==> config.mk <==
export PLATFORM = sky130hd
export DESIGN_NAME = jkf_master_slave
export DESIGN_NICKNAME = d
export VERILOG_FILES = /design/src/rtl/jkf_pkg.sv /design/src/rtl/jkf_master_slave.sv
export SDC_FILE = /design/constraint.sdc
export NUM_CORES = 1
export LEC_CHECK = 0
export ABC_AREA = 1
export ABC_CLOCK_PERIOD_IN_PS = 800
export BUFFER_PORTS_ARGS = -buffer_cell sky130_fd_sc_hd__buf_2
export CAP_MARGIN = 5
export CORE_AREA = 5 5 42 44
export CTS_BUF_LIST = sky130_fd_sc_hd__clkbuf_4 sky130_fd_sc_hd__clkbuf_8
export DETAILED_ROUTE_END_ITERATION = 12
export DIE_AREA = 0 0 47 49
export GPL_TIMING_DRIVEN = 0
export PLACE_DENSITY_LB_ADDON = 0.12
export SETUP_SLACK_MARGIN = 0.2
export SKIP_CTS_REPAIR_TIMING = 1
export SYNTH_ARGS = -nofsm -noshare
export SYNTH_HDL_FRONTEND = slang
export SYNTH_SLANG_ARGS = --single-unit
==> constraint.sdc <==
create_clock -name clk_sys -period 0.8 [get_ports clk_sys]
set_input_delay 0.12 -clock clk_sys [delete_from_list [all_inputs] [get_ports clk_sys]]
set_output_delay 0.12 -clock clk_sys [all_outputs]
set_load 0.02 [all_outputs]
==> src/rtl/jkf_pkg.sv <==
package jkf_pkg;

    // Encodings of the active-edge selection
    localparam logic EDGE_FALLING = 1'h0;
    localparam logic EDGE_RISING  = 1'h1;

    // Reset values of the two ranks
    localparam logic MASTER_RST   = 1'h0;
    localparam logic SLAVE_RST    = 1'h0;

    // Levels forced by the asynchronous controls
    localparam logic PRESET_LEVEL = 1'h1;
    localparam logic CLEAR_LEVEL  = 1'h0;

    // Number of clk_sys cycles from an active edge to the updated output
    localparam int   EDGE_TO_OUT  = 1;

endpackage

==> src/rtl/jkf_master_slave.sv <==
`timescale 1ns/10ps
// Function
// - Falling variant: master tracks next state while clock high; slave loads on fall.
// - Rising variant: master tracks next state while clock low; slave loads on rise.
// - Active-low preset and clear override clock; preset forces one and wins over clear.
// - Next state: hold for 00, zero for 01, one for 10, toggle for 11.
// - Without preset or clear, output changes only at the active edge.
module jkf_master_slave #(
    parameter logic EDGE_SEL = jkf_pkg::EDGE_FALLING    // Active edge of jk_clk
) (
    input  wire logic clk_sys,          // System clock, 20 MHz
    input  wire logic rst_n,            // Asynchronous reset, active low
    input  wire logic jk_clk,           // Storage element clock, sampled on clk_sys
    input  wire logic jk_j,             // J input
    input  wire logic jk_k,             // K input
    input  wire logic async_preset_low, // Preset, active low, overrides clock
    input  wire logic async_clear_low,  // Clear, active low, overrides clock
    output logic      jk_q,             // Slave rank output
    output logic      jk_master         // Master rank state
);

    ////////////////////////////////////////////////////////////////////////////
    // Elaboration check

    if ((EDGE_SEL !== jkf_pkg::EDGE_FALLING) && (EDGE_SEL !== jkf_pkg::EDGE_RISING))
    begin : g_bad_edge
        $error("EDGE_SEL must select the falling or the rising variant");
    end

    ////////////////////////////////////////////////////////////////////////////
    // Next-state decode

    function automatic logic jk_next(input logic j, input logic k, input logic q_now);
        logic nxt;
        nxt = q_now;
        case ({j, k})
            2'h0: nxt = q_now;
            2'h1: nxt = 1'h0;
            2'h2: nxt = 1'h1;
            2'h3: nxt = ~q_now;
            default: nxt = q_now;
        endcase
        return nxt;
    endfunction

    ////////////////////////////////////////////////////////////////////////////
    // Edge and level decode

    logic clk_prev_q;
    logic master_q;
    logic master_d;
    logic slave_q;
    logic slave_d;

    wire logic rising_sel  = (EDGE_SEL == jkf_pkg::EDGE_RISING);
    // The level at which the master is open is the one just before the active edge
    wire logic open_level  = rising_sel ? ~jk_clk : jk_clk;
    // A jk_clk level that spans no rising clk_sys edge is never seen, so its edges are lost
    wire logic act_edge    = rising_sel ? (~clk_prev_q & jk_clk)
                                        : (clk_prev_q & ~jk_clk);
    wire logic force_one   = ~async_preset_low;
    wire logic force_zero  = async_preset_low & ~async_clear_low;
    wire logic async_idle  = async_preset_low & async_clear_low;
    // Toggle reads the visible output, which is the slave whenever the master is open
    wire logic jk_d        = jk_next(jk_j, jk_k, jk_q);

    // Controls act combinationally so they need no jk_clk or clk_sys edge to show
    assign jk_q      = force_one  ? jkf_pkg::PRESET_LEVEL :
                       force_zero ? jkf_pkg::CLEAR_LEVEL  : slave_q;
    assign jk_master = force_one  ? jkf_pkg::PRESET_LEVEL :
                       force_zero ? jkf_pkg::CLEAR_LEVEL  : master_q;

    assign master_d   = force_one  ? jkf_pkg::PRESET_LEVEL :
                        force_zero ? jkf_pkg::CLEAR_LEVEL  :
                        open_level ? jk_d : master_q;
    // Slave takes the master as it stood before the edge; the master is closed then
    assign slave_d    = force_one  ? jkf_pkg::PRESET_LEVEL :
                        force_zero ? jkf_pkg::CLEAR_LEVEL  :
                        act_edge   ? master_q : slave_q;

    ////////////////////////////////////////////////////////////////////////////
    // Storage

    // Edge history resets low; the one false rising edge this may give after reset
    // copies a master that still holds the same reset value as the slave
    always_ff @(posedge clk_sys or negedge rst_n)
    begin
        if (!rst_n)
        begin
            clk_prev_q <= 1'h0;
        end
        else
        begin
            clk_prev_q <= jk_clk;
        end
    end

    always_ff @(posedge clk_sys or negedge rst_n)
    begin
        if (!rst_n)
        begin
            master_q <= jkf_pkg::MASTER_RST;
        end
        else
        begin
            master_q <= master_d;
        end
    end

    always_ff @(posedge clk_sys or negedge rst_n)
    begin
        if (!rst_n)
        begin
            slave_q <= jkf_pkg::SLAVE_RST;
        end
        else
        begin
            slave_q <= slave_d;
        end
    end

    if (EDGE_SEL == jkf_pkg::EDGE_FALLING)
    begin : g_chk_fall

    end
    else
    begin : g_chk_rise

    end
endmodule

Word-level counts from Yosys, hierarchy flattened:

Index checks and enable logic that the tools add are counted.

* divide/modulo/power cells: 0
* bitwise gates (word level): 5
* multiply operators: 0
* reductions and logical operators: 1
* multiplexer cells: 11
* order comparisons: 0
* equal/unequal tests: 5
* add/sub/neg operators: 0
* shift-type cells: 0

Operator list (count)
* $mux 1: 10
* $eq 2x2->1 const B: 2
* $pmux 1 s4: 1
* $ne 3x1->1 const B: 1
* $ne 3x2->1 const B: 1
* $not 1->1: 3
* $and 1x1->1: 2
* $eq 2x1->1 const B: 1
* $logic_not 2->1: 1

* input port bits: 7
* bits in read-only memories: 0
* memory bits (writable): 0
* output and inout bits: 2
* latch bits: 0
* memories: 0
* register bits after elaboration: 3

Longest topological paths before layout:

Gate-level depths: netlist (run 1).

* depth in word-level cells: 9
* gate-level depth with buffers: 6
* mapped depth without buffers: 6

Worst setup path after synthesis (run 1):

OpenSTA, ideal clock, no wires.

* path kind: reg-to-reg
* start: reg slave_q
* end: reg master_q
* required time: 0.684 ns
* stages on the path, launching flop included: 7
* arrival time: 0.802 ns
* slack: -0.119 ns
* buffers on the path: 0
* cells stage by stage: dfrtp_1 -> nand2_1 -> nand2_1 -> nand2_1 -> nand3_1 -> nand2_1 -> nand2_1

* word-level cells in the longest chain between the ends: 7

Ends and longest elaborated chain
* from (decl): RTL line jkf_master_slave.sv:52 `logic slave_q;`
* from (signal assigned): RTL line jkf_master_slave.sv:114 `slave_q <= jkf_pkg::SLAVE_RST;`
* from (signal assigned): RTL line jkf_master_slave.sv:118 `slave_q <= slave_d;`
* $mux 1 *: RTL line jkf_master_slave.sv:69 `force_zero ? jkf_pkg::CLEAR_LEVEL : slave_q;`
* $mux 1 *: RTL line jkf_master_slave.sv:68 `assign jk_q = force_one ? jkf_pkg::PRESET_LEVEL :`
* net jk_q: RTL line jkf_master_slave.sv:18 `output logic jk_q,`
* $not 1->1: RTL line jkf_master_slave.sv:40 `2'h3: nxt = ~q_now;`
* $pmux 1 s4 *: RTL line jkf_master_slave.sv:36 `case ({j, k})`
* $mux 1 *: RTL line jkf_master_slave.sv:75 `open_level ? jk_d : master_q;`
* $mux 1 *: RTL line jkf_master_slave.sv:74 `force_zero ? jkf_pkg::CLEAR_LEVEL :`
* $mux 1 *: RTL line jkf_master_slave.sv:73 `assign master_d = force_one ? jkf_pkg::PRESET_LEVEL :`
* to (signal assigned): RTL line jkf_master_slave.sv:102 `master_q <= jkf_pkg::MASTER_RST;`
* to (signal assigned): RTL line jkf_master_slave.sv:106 `master_q <= master_d;`
* to (decl): RTL line jkf_master_slave.sv:50 `logic master_q;`

Mark *: on every way through the listed nets, which the timed path passes. The rest lies on a longest branch. The select of a mux whose other input is x is not followed.
A chain may end at the register's enable or synchronous reset.

Worst setup path in the final report (run 1):

* start: reg slave_q
* end: out jk_q

* word-level cells in the longest chain between the ends: 2

Ends and longest elaborated chain (RTL line)
* $mux 1: jkf_master_slave.sv:69
* $mux 1: jkf_master_slave.sv:68
* to (decl): jkf_master_slave.sv:18

Every way passes these cells.

==> flow_metrics.tcl, run 1 <==
set metrics [dict create \
    detail_route.first_pass.iterations 1 \
    violations "negative setup slack" \
    synth-edff-count 0 \
    vias 168 \
    die_area_mm2 0.00230 \
    synth_cell_types 7 \
    cts.clk_slew.worst_paths_ns 0.04 \
    yosys-top-cells-count "nand2_1 (7), inv_1 (5), dfrtp_1 (3), nand3_1 (3)" \
    pwr-share-clk 0.517 \
    ios 9 \
    drc 0 \
    status "complete, but fails checks" \
    antenna_found_initial 0 \
    grt_first_pass_wirelength_um 572 \
    numCtsBuffers 3 \
    dp_hpwl_um 314 \
    synth_area_leaders "dfrtp_1 (49%), nand2_1 (17%), inv_1 (12%)" \
    yosysTopAreaCell "dfrtp_1" \
    wire_per_inst_um 7.92 \
    worstPathMaxFanout 2 \
    synth_area_per_cell_um2 7.33 \
    pwr-share-seq 0.297 \
    drt-initial-drc-count 0 \
    slew_headroom 0.908 \
    intPower_mw 0.435 \
    grt_setup_unrepaired "true" \
    yosysMostFrequentCell "nand2_1" \
    period_needed_ns 0.998 \
    syn_area_um2 154 \
    cts_tree "built" \
    ant_nets 0 \
    netlist_instances 21 \
    synth_fp_nets 28 \
    syn_to_final_growth_pct 86.2 \
    arrival_ns 0.88 \
    grt_max_degree 6 \
    dieWidth_um 47 \
    start_kind "flop" \
    grt_pass1_vias 167 \
    ys_warn_count 0 \
    numClockSinks 3 \
    rows 14 \
    finalPower_mw 0.571 \
    finalSetupViolCount 3 \
    clockBufferDepth 2 \
    core_area_mm2 0.00140 \
    die_h_um 49 \
    cts_root_buffer "clkbuf_4" \
    peakVddDrop_mv 0.758 \
    fmax_mhz 1000 \
    viasPerCell 3.29 \
    netlist.area_leader.share 0.488 \
    post-route-period-util 1.25 \
    wl_um 404 \
    hold_viol 0 \
    worstSetupEndpointType "output pin" \
    yosysSeqAreaShare 0.488 \
    switchingPower_mw 0.135 \
    grt_usage 0.0360 \
    start_util 0.110 \
    leakagePower_nw 0.155 \
    gr-total-overflow 0 \
    setup.worst_path.class "flop to output pin" \
    cts_htree_levels 1 \
    p_sw_frac 0.237 \
    skew_ns 0.00307 \
    worstSkewPairLatency_ns 0.23 \
    maxCapViolCount 0 \
    gp_congestion 0.632 \
    timing.final.ws_setup_ns -0.198 \
    hp-class "input pin to flop" \
    layout.nets 43 \
    place.port_buffers 8 \
    slew_viol_final 0 \
    critical_path_required_ns 0.68 \
    final_layout_size_suffix_gt1_frac 0.486 \
    post-place-cells 45 \
    fin_cells 51 \
    pwr-share-comb 0.185 \
    ys_async_sr_fraction 1.00 \
    tightest_slew_ns 0.138 \
    n_antenna_cell 0 \
    p_per_area_mw_per_mm2 1990 \
    synth_ff_type "dfrtp_1" \
    ys_ff_latch 3 \
]
-- sequential cells by signal, indices dropped and copies added, names as in the netlist --
name,flops
clk_prev_q,1
master_q,1
slave_q,1
-- through the flow --
step | worst slack [ns] | setup TNS [ns] | instance area (um^2) | utilization | hold slack, ns
after floorplan | -0.0633 | -0.0633 | 164 | - | -0.176
after global placement | -0.0538 | -0.0587 | 224 | 0.160 | -0.0815
after detailed placement | -0.0515 | -0.0525 | 224 | 0.160 | -0.0806
after CTS | -0.253 | -0.550 | 254 | 0.181 | -0.330
after global routing | -0.235 | -0.638 | 287 | 0.204 | 0.0255
final | -0.198 | -0.487 | 287 | 0.204 | 0.0358
-- worst max-delay path: stages (launching register included) --
cell	delay (ns)
dfrtp_1	0.38
nand2_2	0.09
nand2_2	0.06
buf_6	0.13
-- logic make-up after synthesis --
group                  Yosys count  share of synthesized area
DFF                              3                      0.488
and+or+nand+nor                 10                      0.268
AOI/OAI and AO/OA                3                      0.122
buffers and inverters            5                      0.122
-- layout by cell type (no fill, tap or decap), types with 2 or more instances in the layout --
cell type	instances
dfrtp_1	3
nand2_1	5
nand3_1	3
nand2_2	2
buf_2	6
buf_6	2
inv_1	4
clkbuf_4	4
-- power groups by stage --
stage	Sequential, mW	Clock, mW	Combinational (mW)
global route	0.170	0.325	0.118
finish	0.170	0.295	0.106
CTS	0.169	0.310	0.0850
floorplan	0.170	0	0.0484
detailed placement	0.171	0	0.0848
global placement	0.171	0	0.0843
-- metal layers --
metal | up-vias | global-route usage | wire length (um)
met5 | - | 0 | 0
met4 | 0 | 0.0276 | 0
met3 | 0 | 0.0221 | 32
met2 | 5 | 0.0520 | 187
met1 | 71 | 0.0353 | 184
li1 | 92 | - | -
-- layout make-up --
class / instances / area, um^2
inverters: 5 / 18.8
well taps: 16 / 20.0
repair buffers: 10 / 70.1
clock buffers: 4 / 30.0
flip-flops and latches: 3 / 75.1
fillers: 165 / 1110
multi-input cells: 13 / 72.6
-- path summary, 6_finish.rpt --
| kind | from | to | slack (ns) | depth (start not counted) |
|---|---|---|---|---|
| min in group asynchronous | rst_n | slave_q$_DFFE_PN0P_ | 0.21 | 2 |
| max reg2reg | slave_q$_DFFE_PN0P_ | master_q$_DFFE_PN0P_ | -0.10 | 6 |
| max | slave_q$_DFFE_PN0P_ | jk_q | -0.20 | 3 |
| max in group asynchronous | rst_n | clk_prev_q$_DFF_PN0_ | 0.48 | 2 |
| min | jk_clk | clk_prev_q$_DFF_PN0_ | 0.04 | 1 |
| min reg2reg | slave_q$_DFFE_PN0P_ | slave_q$_DFFE_PN0P_ | 0.54 | 2 |
(Power assumes the default switching activity.)
==> run 2, diff against run 1 <==
Settings changed: CORE_AREA 5 5 42 44 to 2 2 39 41, DIE_AREA 0 0 47 49 to 0 0 41 43.
==> flow_metrics.tcl, run 2 (synthesized netlist as in run 1, its figures left out) <==
set metrics [dict create \
    hp-class "input pin to flop" \
    grt_pass1_vias 153 \
    start_kind "flop" \
    worstSetupEndpointType "output pin" \
    r2r-start "slave_q$_DFFE_PN0P_" \
    cp_cell_sequence "nand2_2 > nand2_2 > buf_6" \
    tightest_slew_ns 0.120 \
    cp-endpoint "jk_q" \
    ant_nets 0 \
    hold_viol 0 \
    fin_tns_setup_ns -0.446 \
    grt_max_degree 6 \
    numCtsBuffers 3 \
    violations "negative setup slack" \
    critical_path_required_ns 0.68 \
    timing.final.ws_setup_ns -0.201 \
    leakagePower_nw 0.151 \
    seqCellArea_um2 75.1 \
    reg2reg_to "master_q$_DFFE_PN0P_" \
    status "complete, but fails checks" \
    post-place-ws_ns -0.0612 \
    crit_family "flip-flops" \
    cp_common_cell "nand2_2" \
    wire_per_inst_um 7.12 \
    n_fill_cell 169 \
    viasPerCell 3.40 \
    dp_hpwl_um 301 \
    antenna_found_initial 0 \
    finalSetupViolCount 3 \
    rows 14 \
    core_area_mm2 0.00138 \
    cts.clk_slew.worst_paths_ns 0.04 \
    maxCapViolCount 0 \
    cts_htree_levels 1 \
    peakVddDrop_mv 0.597 \
    setup.worst_path.class "flop to output pin" \
    fin_cells 50 \
    cts_root_buffer "clkbuf_4" \
    critical_path_depth 3 \
    worstPathMaxFanout 2 \
    ios 9 \
    start_util 0.111 \
    fmax_mhz 999 \
    p_per_area_mw_per_mm2 2040 \
    worstSkewPairLatency_ns 0.23 \
    wl_um 356 \
    cp-startpoint "slave_q$_DFFE_PN0P_" \
    grt_usage 0.0553 \
    die_area_mm2 0.00176 \
    drt-initial-drc-count 0 \
    gr-total-overflow 0 \
    skew_ns 0.000910 \
    cp_slowest_cell "dfrtp_1" \
    multi_input_area_um2 72.6 \
    layout_common_cells "buf_2 (6), nand2_1 (5), inv_1 (4), clkbuf_4 (4)" \
    period_needed_ns 1.00 \
    slowest_delay_ns 0.38 \
    grt_first_pass_wirelength_um 552 \
    final_layout_size_suffix_gt1_frac 0.471 \
    detail_route.first_pass.iterations 1 \
    r2r_slack_ns -0.05 \
    clockBufferDepth 2 \
    die_h_um 43 \
    n_antenna_cell 0 \
    gp_congestion 0.645 \
    place.port_buffers 8 \
    layout.nets 42 \
    slew_headroom 0.919 \
    arrival_ns 0.88 \
    cts_tree "built" \
    post-route-period-util 1.25 \
    grt_setup_unrepaired "true" \
    dieWidth_um 41 \
    drc 0 \
    numClockSinks 3 \
    path_buf_inv 1 \
    post-place-cells 45 \
    fin_util 0.202 \
    layout_commonest_cell "buf_2" \
    finalPower_mw 0.571 \
    syn_to_final_growth_pct 81.3 \
    reg_top3 "clk_prev_q x1, master_q x1, slave_q x1" \
    slew_viol_final 0 \
    vias 170 \
    worst-r2r-cell-count 6 \
]
## run 2: cell types whose count changed in the layout (fill, tap and decap cells not counted)
cell / change
buf_4: -1
## run 2: worst min path at each step
| stage | endpoint | startpoint | slack [ns] | cells after the start |
|---|---|---|---|---|
| floorplan | clk_prev_q$_DFF_PN0_ | rst_n | -0.18 | 0 |
| global placement | clk_prev_q$_DFF_PN0_ | rst_n | -0.08 | 1 |
| detailed placement | clk_prev_q$_DFF_PN0_ | rst_n | -0.08 | 1 |
| CTS | clk_prev_q$_DFF_PN0_ | rst_n | -0.33 | 1 |
| global route | clk_prev_q$_DFF_PN0_ | jk_clk | 0.03 | 1 |
| finish | clk_prev_q$_DFF_PN0_ | jk_clk | 0.03 | 1 |
## run 2: cell type report
type                       count  area share
tap                           16      0.0717
inverter                       5      0.0673
clock buffer                   4       0.108
timing repair buffer           9       0.224
multi-input combinational     13       0.260
sequential                     3       0.269
## run 2: per-layer routing
layer | GRT usage | routed length (um)
met4 | 0.100 | 19
met5 | 0 | 0
met2 | 0.0594 | 142
met1 | 0.0581 | 148
met3 | 0.0157 | 45
## run 2: power breakdown
group	leakage [nW]	switching (mW)	total, mW	internal, mW
Clock	0.0184	0.0811	0.302	0.221
Combinational	0.0987	0.0526	0.0984	0.0458
Sequential	0.0337	0.00583	0.170	0.164
Total	0.151	0.140	0.571	0.431
## run 2: stage by stage
| step | instance area, um^2 | hold slack [ns] |
|---|---|---|
| floorplan | 164 | -0.176 |
| global placement | 224 | -0.0826 |
| detailed placement | 224 | -0.0824 |
| CTS | 254 | -0.332 |
| global route | 279 | 0.0332 |
| finish | 279 | 0.0328 |
## run 2: worst reg2reg max path: stages (launching register included)
cell     delay [ns]
dfrtp_1        0.38
nand2_2        0.09
nand2_2        0.06
nand2_1        0.06
nand3_1        0.06
nand2_1        0.05
nand2_1        0.05
==> run 3, diff against run 2 <==
Settings changed: ABC_CLOCK_PERIOD_IN_PS 800 to 1100, CTS_BUF_LIST sky130_fd_sc_hd__clkbuf_4 sky130_fd_sc_hd__clkbuf_8 to sky130_fd_sc_hd__clkbuf_4.
Clock period 0.8 ns to 1.1 ns, I/O delays scaled along.
==> flow_metrics.tcl, run 3 (synthesized netlist as in run 1, its figures left out) <==
set metrics [dict create \
    worstSkewPairLatency_ns 0.23 \
    cts_root_buffer "clkbuf_4" \
    numClockSinks 3 \
    layout_commonest_cell "buf_2" \
    die_h_um 43 \
    die_area_mm2 0.00176 \
    finalSetupViolCount 0 \
    r2r_slack_ns 0.13 \
    slew_headroom 0.897 \
    hp-class "input pin to flop" \
    numCtsBuffers 3 \
    slew_viol_final 0 \
    n_fill_cell 165 \
    tightest_slew_ns 0.153 \
    p_per_area_mw_per_mm2 1430 \
    fmax_mhz 953 \
    critical_path_required_ns 0.94 \
    worstPathMaxFanout 2 \
    layout_common_cells "buf_2 (6), inv_1 (5), nand2_1 (4), clkbuf_4 (4)" \
    dieWidth_um 41 \
    cts_tree "built" \
    gr-total-overflow 0 \
    ant_nets 0 \
    core_area_mm2 0.00138 \
    leakagePower_nw 0.163 \
    grt_setup_unrepaired "true" \
    post-place-ws_ns 0.248 \
    drt-initial-drc-count 4 \
    peakVddDrop_mv 0.427 \
    fin_tns_setup_ns 0 \
    worstSetupEndpointType "output pin" \
    arrival_ns 0.88 \
    setup.worst_path.class "flop to output pin" \
    clockBufferDepth 2 \
    switchingPower_mw 0.103 \
    finalPower_mw 0.422 \
    dp_hpwl_um 289 \
    post-route-period-util 0.954 \
    hold_viol 0 \
    pwr-share-comb 0.184 \
    pwr-share-seq 0.292 \
    start_util 0.111 \
    wire_per_inst_um 7.50 \
    cts.clk_slew.worst_paths_ns 0.04 \
    syn_to_final_growth_pct 91.1 \
    p_sw_frac 0.244 \
    start_kind "flop" \
    gp_congestion 0.600 \
    grt_max_degree 6 \
    vias 176 \
    pwr-share-clk 0.523 \
    grt_usage 0.0585 \
    wl_um 390 \
    skew_ns 0.00275 \
    drc 0 \
    maxCapViolCount 0 \
    cts_htree_levels 1 \
    viasPerCell 3.38 \
    timing.final.ws_setup_ns 0.0511 \
    reg_top3 "clk_prev_q x1, master_q x1, slave_q x1" \
    fin_util 0.212 \
    layout.nets 44 \
    rows 14 \
    status "finished, final reports clean" \
    grt_pass1_vias 141 \
    place.port_buffers 8 \
    period_needed_ns 1.05 \
    n_antenna_cell 0 \
    intPower_mw 0.319 \
    ios 9 \
    antenna_found_initial 0 \
    grt_first_pass_wirelength_um 593 \
    detail_route.first_pass.iterations 2 \
    final_layout_size_suffix_gt1_frac 0.528 \
]
-- run 3: cell count changes in the layout (fill, tap and decap cells not counted) --
cell | before | now
buf_4 | 0 | 2
inv_1 | 4 | 5
inv_2 | 1 | 0
nand2_1 | 5 | 4
nand2_2 | 2 | 3
nand3_1 | 3 | 2
nand3_2 | 0 | 1
o21ai_0 | 0 | 1
o21ai_1 | 1 | 0
o21ai_2 | 0 | 1
o21ai_4 | 1 | 0
-- run 3: power groups by stage --
stage / combinational [mW] / clock [mW] / sequential, mW
floorplan: 0.0318 / 0 / 0.123
global placement: 0.0571 / 0 / 0.124
detailed placement: 0.0575 / 0 / 0.124
CTS: 0.0578 / 0.230 / 0.123
global route: 0.0874 / 0.247 / 0.124
finish: 0.0777 / 0.221 / 0.123
-- run 3: per-stage QoR --
stage                     cells  instance area [um^2]  hold slack [ns]
after floorplan              21                   156           -0.131
after global placement       45                   216          -0.0374
after detailed placement     45                   216          -0.0361
after CTS                    49                   246           -0.291
after global routing         52                   294           0.0948
final                        52                   294           0.0893
-- run 3: per-layer routing --
metal  up-vias  global-route usage  routed length (um)
met2         8              0.0469                 141
met1        74              0.0814                 206
met3         0              0.0471                  42
met4         0              0.0600                   0
li1         94                   -                   -
met5         -                   0                   0
-- run 3: layout make-up --
class                      count  area, um^2  area share
clock buffer                   4        30.0       0.102
inverter                       5        18.8      0.0638
multi-input combinational     13        72.6       0.247
sequential                     3        75.1       0.255
tap                           16        20.0      0.0681
timing repair buffer          11        77.6       0.264
-- run 3: worst paths after layout --
| check | start | to | depth (start not counted) |
|---|---|---|---|
| hold / removal | jk_clk | clk_prev_q$_DFF_PN0_ | 1 |
| setup reg to reg | slave_q$_DFFE_PN0P_ | master_q$_DFFE_PN0P_ | 7 |
| max in group asynchronous | rst_n | slave_q$_DFFE_PN0P_ | 2 |
| hold reg to reg | slave_q$_DFFE_PN0P_ | slave_q$_DFFE_PN0P_ | 2 |
| setup / recovery | slave_q$_DFFE_PN0P_ | jk_q | 3 |
| min in group asynchronous | rst_n | master_q$_DFFE_PN0P_ | 2 |
-- run 3: worst max-delay path: stages, from the launching register on --
cell and delay [ns]:
dfrtp_1 0.38, nand2_2 0.09, nand2_2 0.06, buf_6 0.13
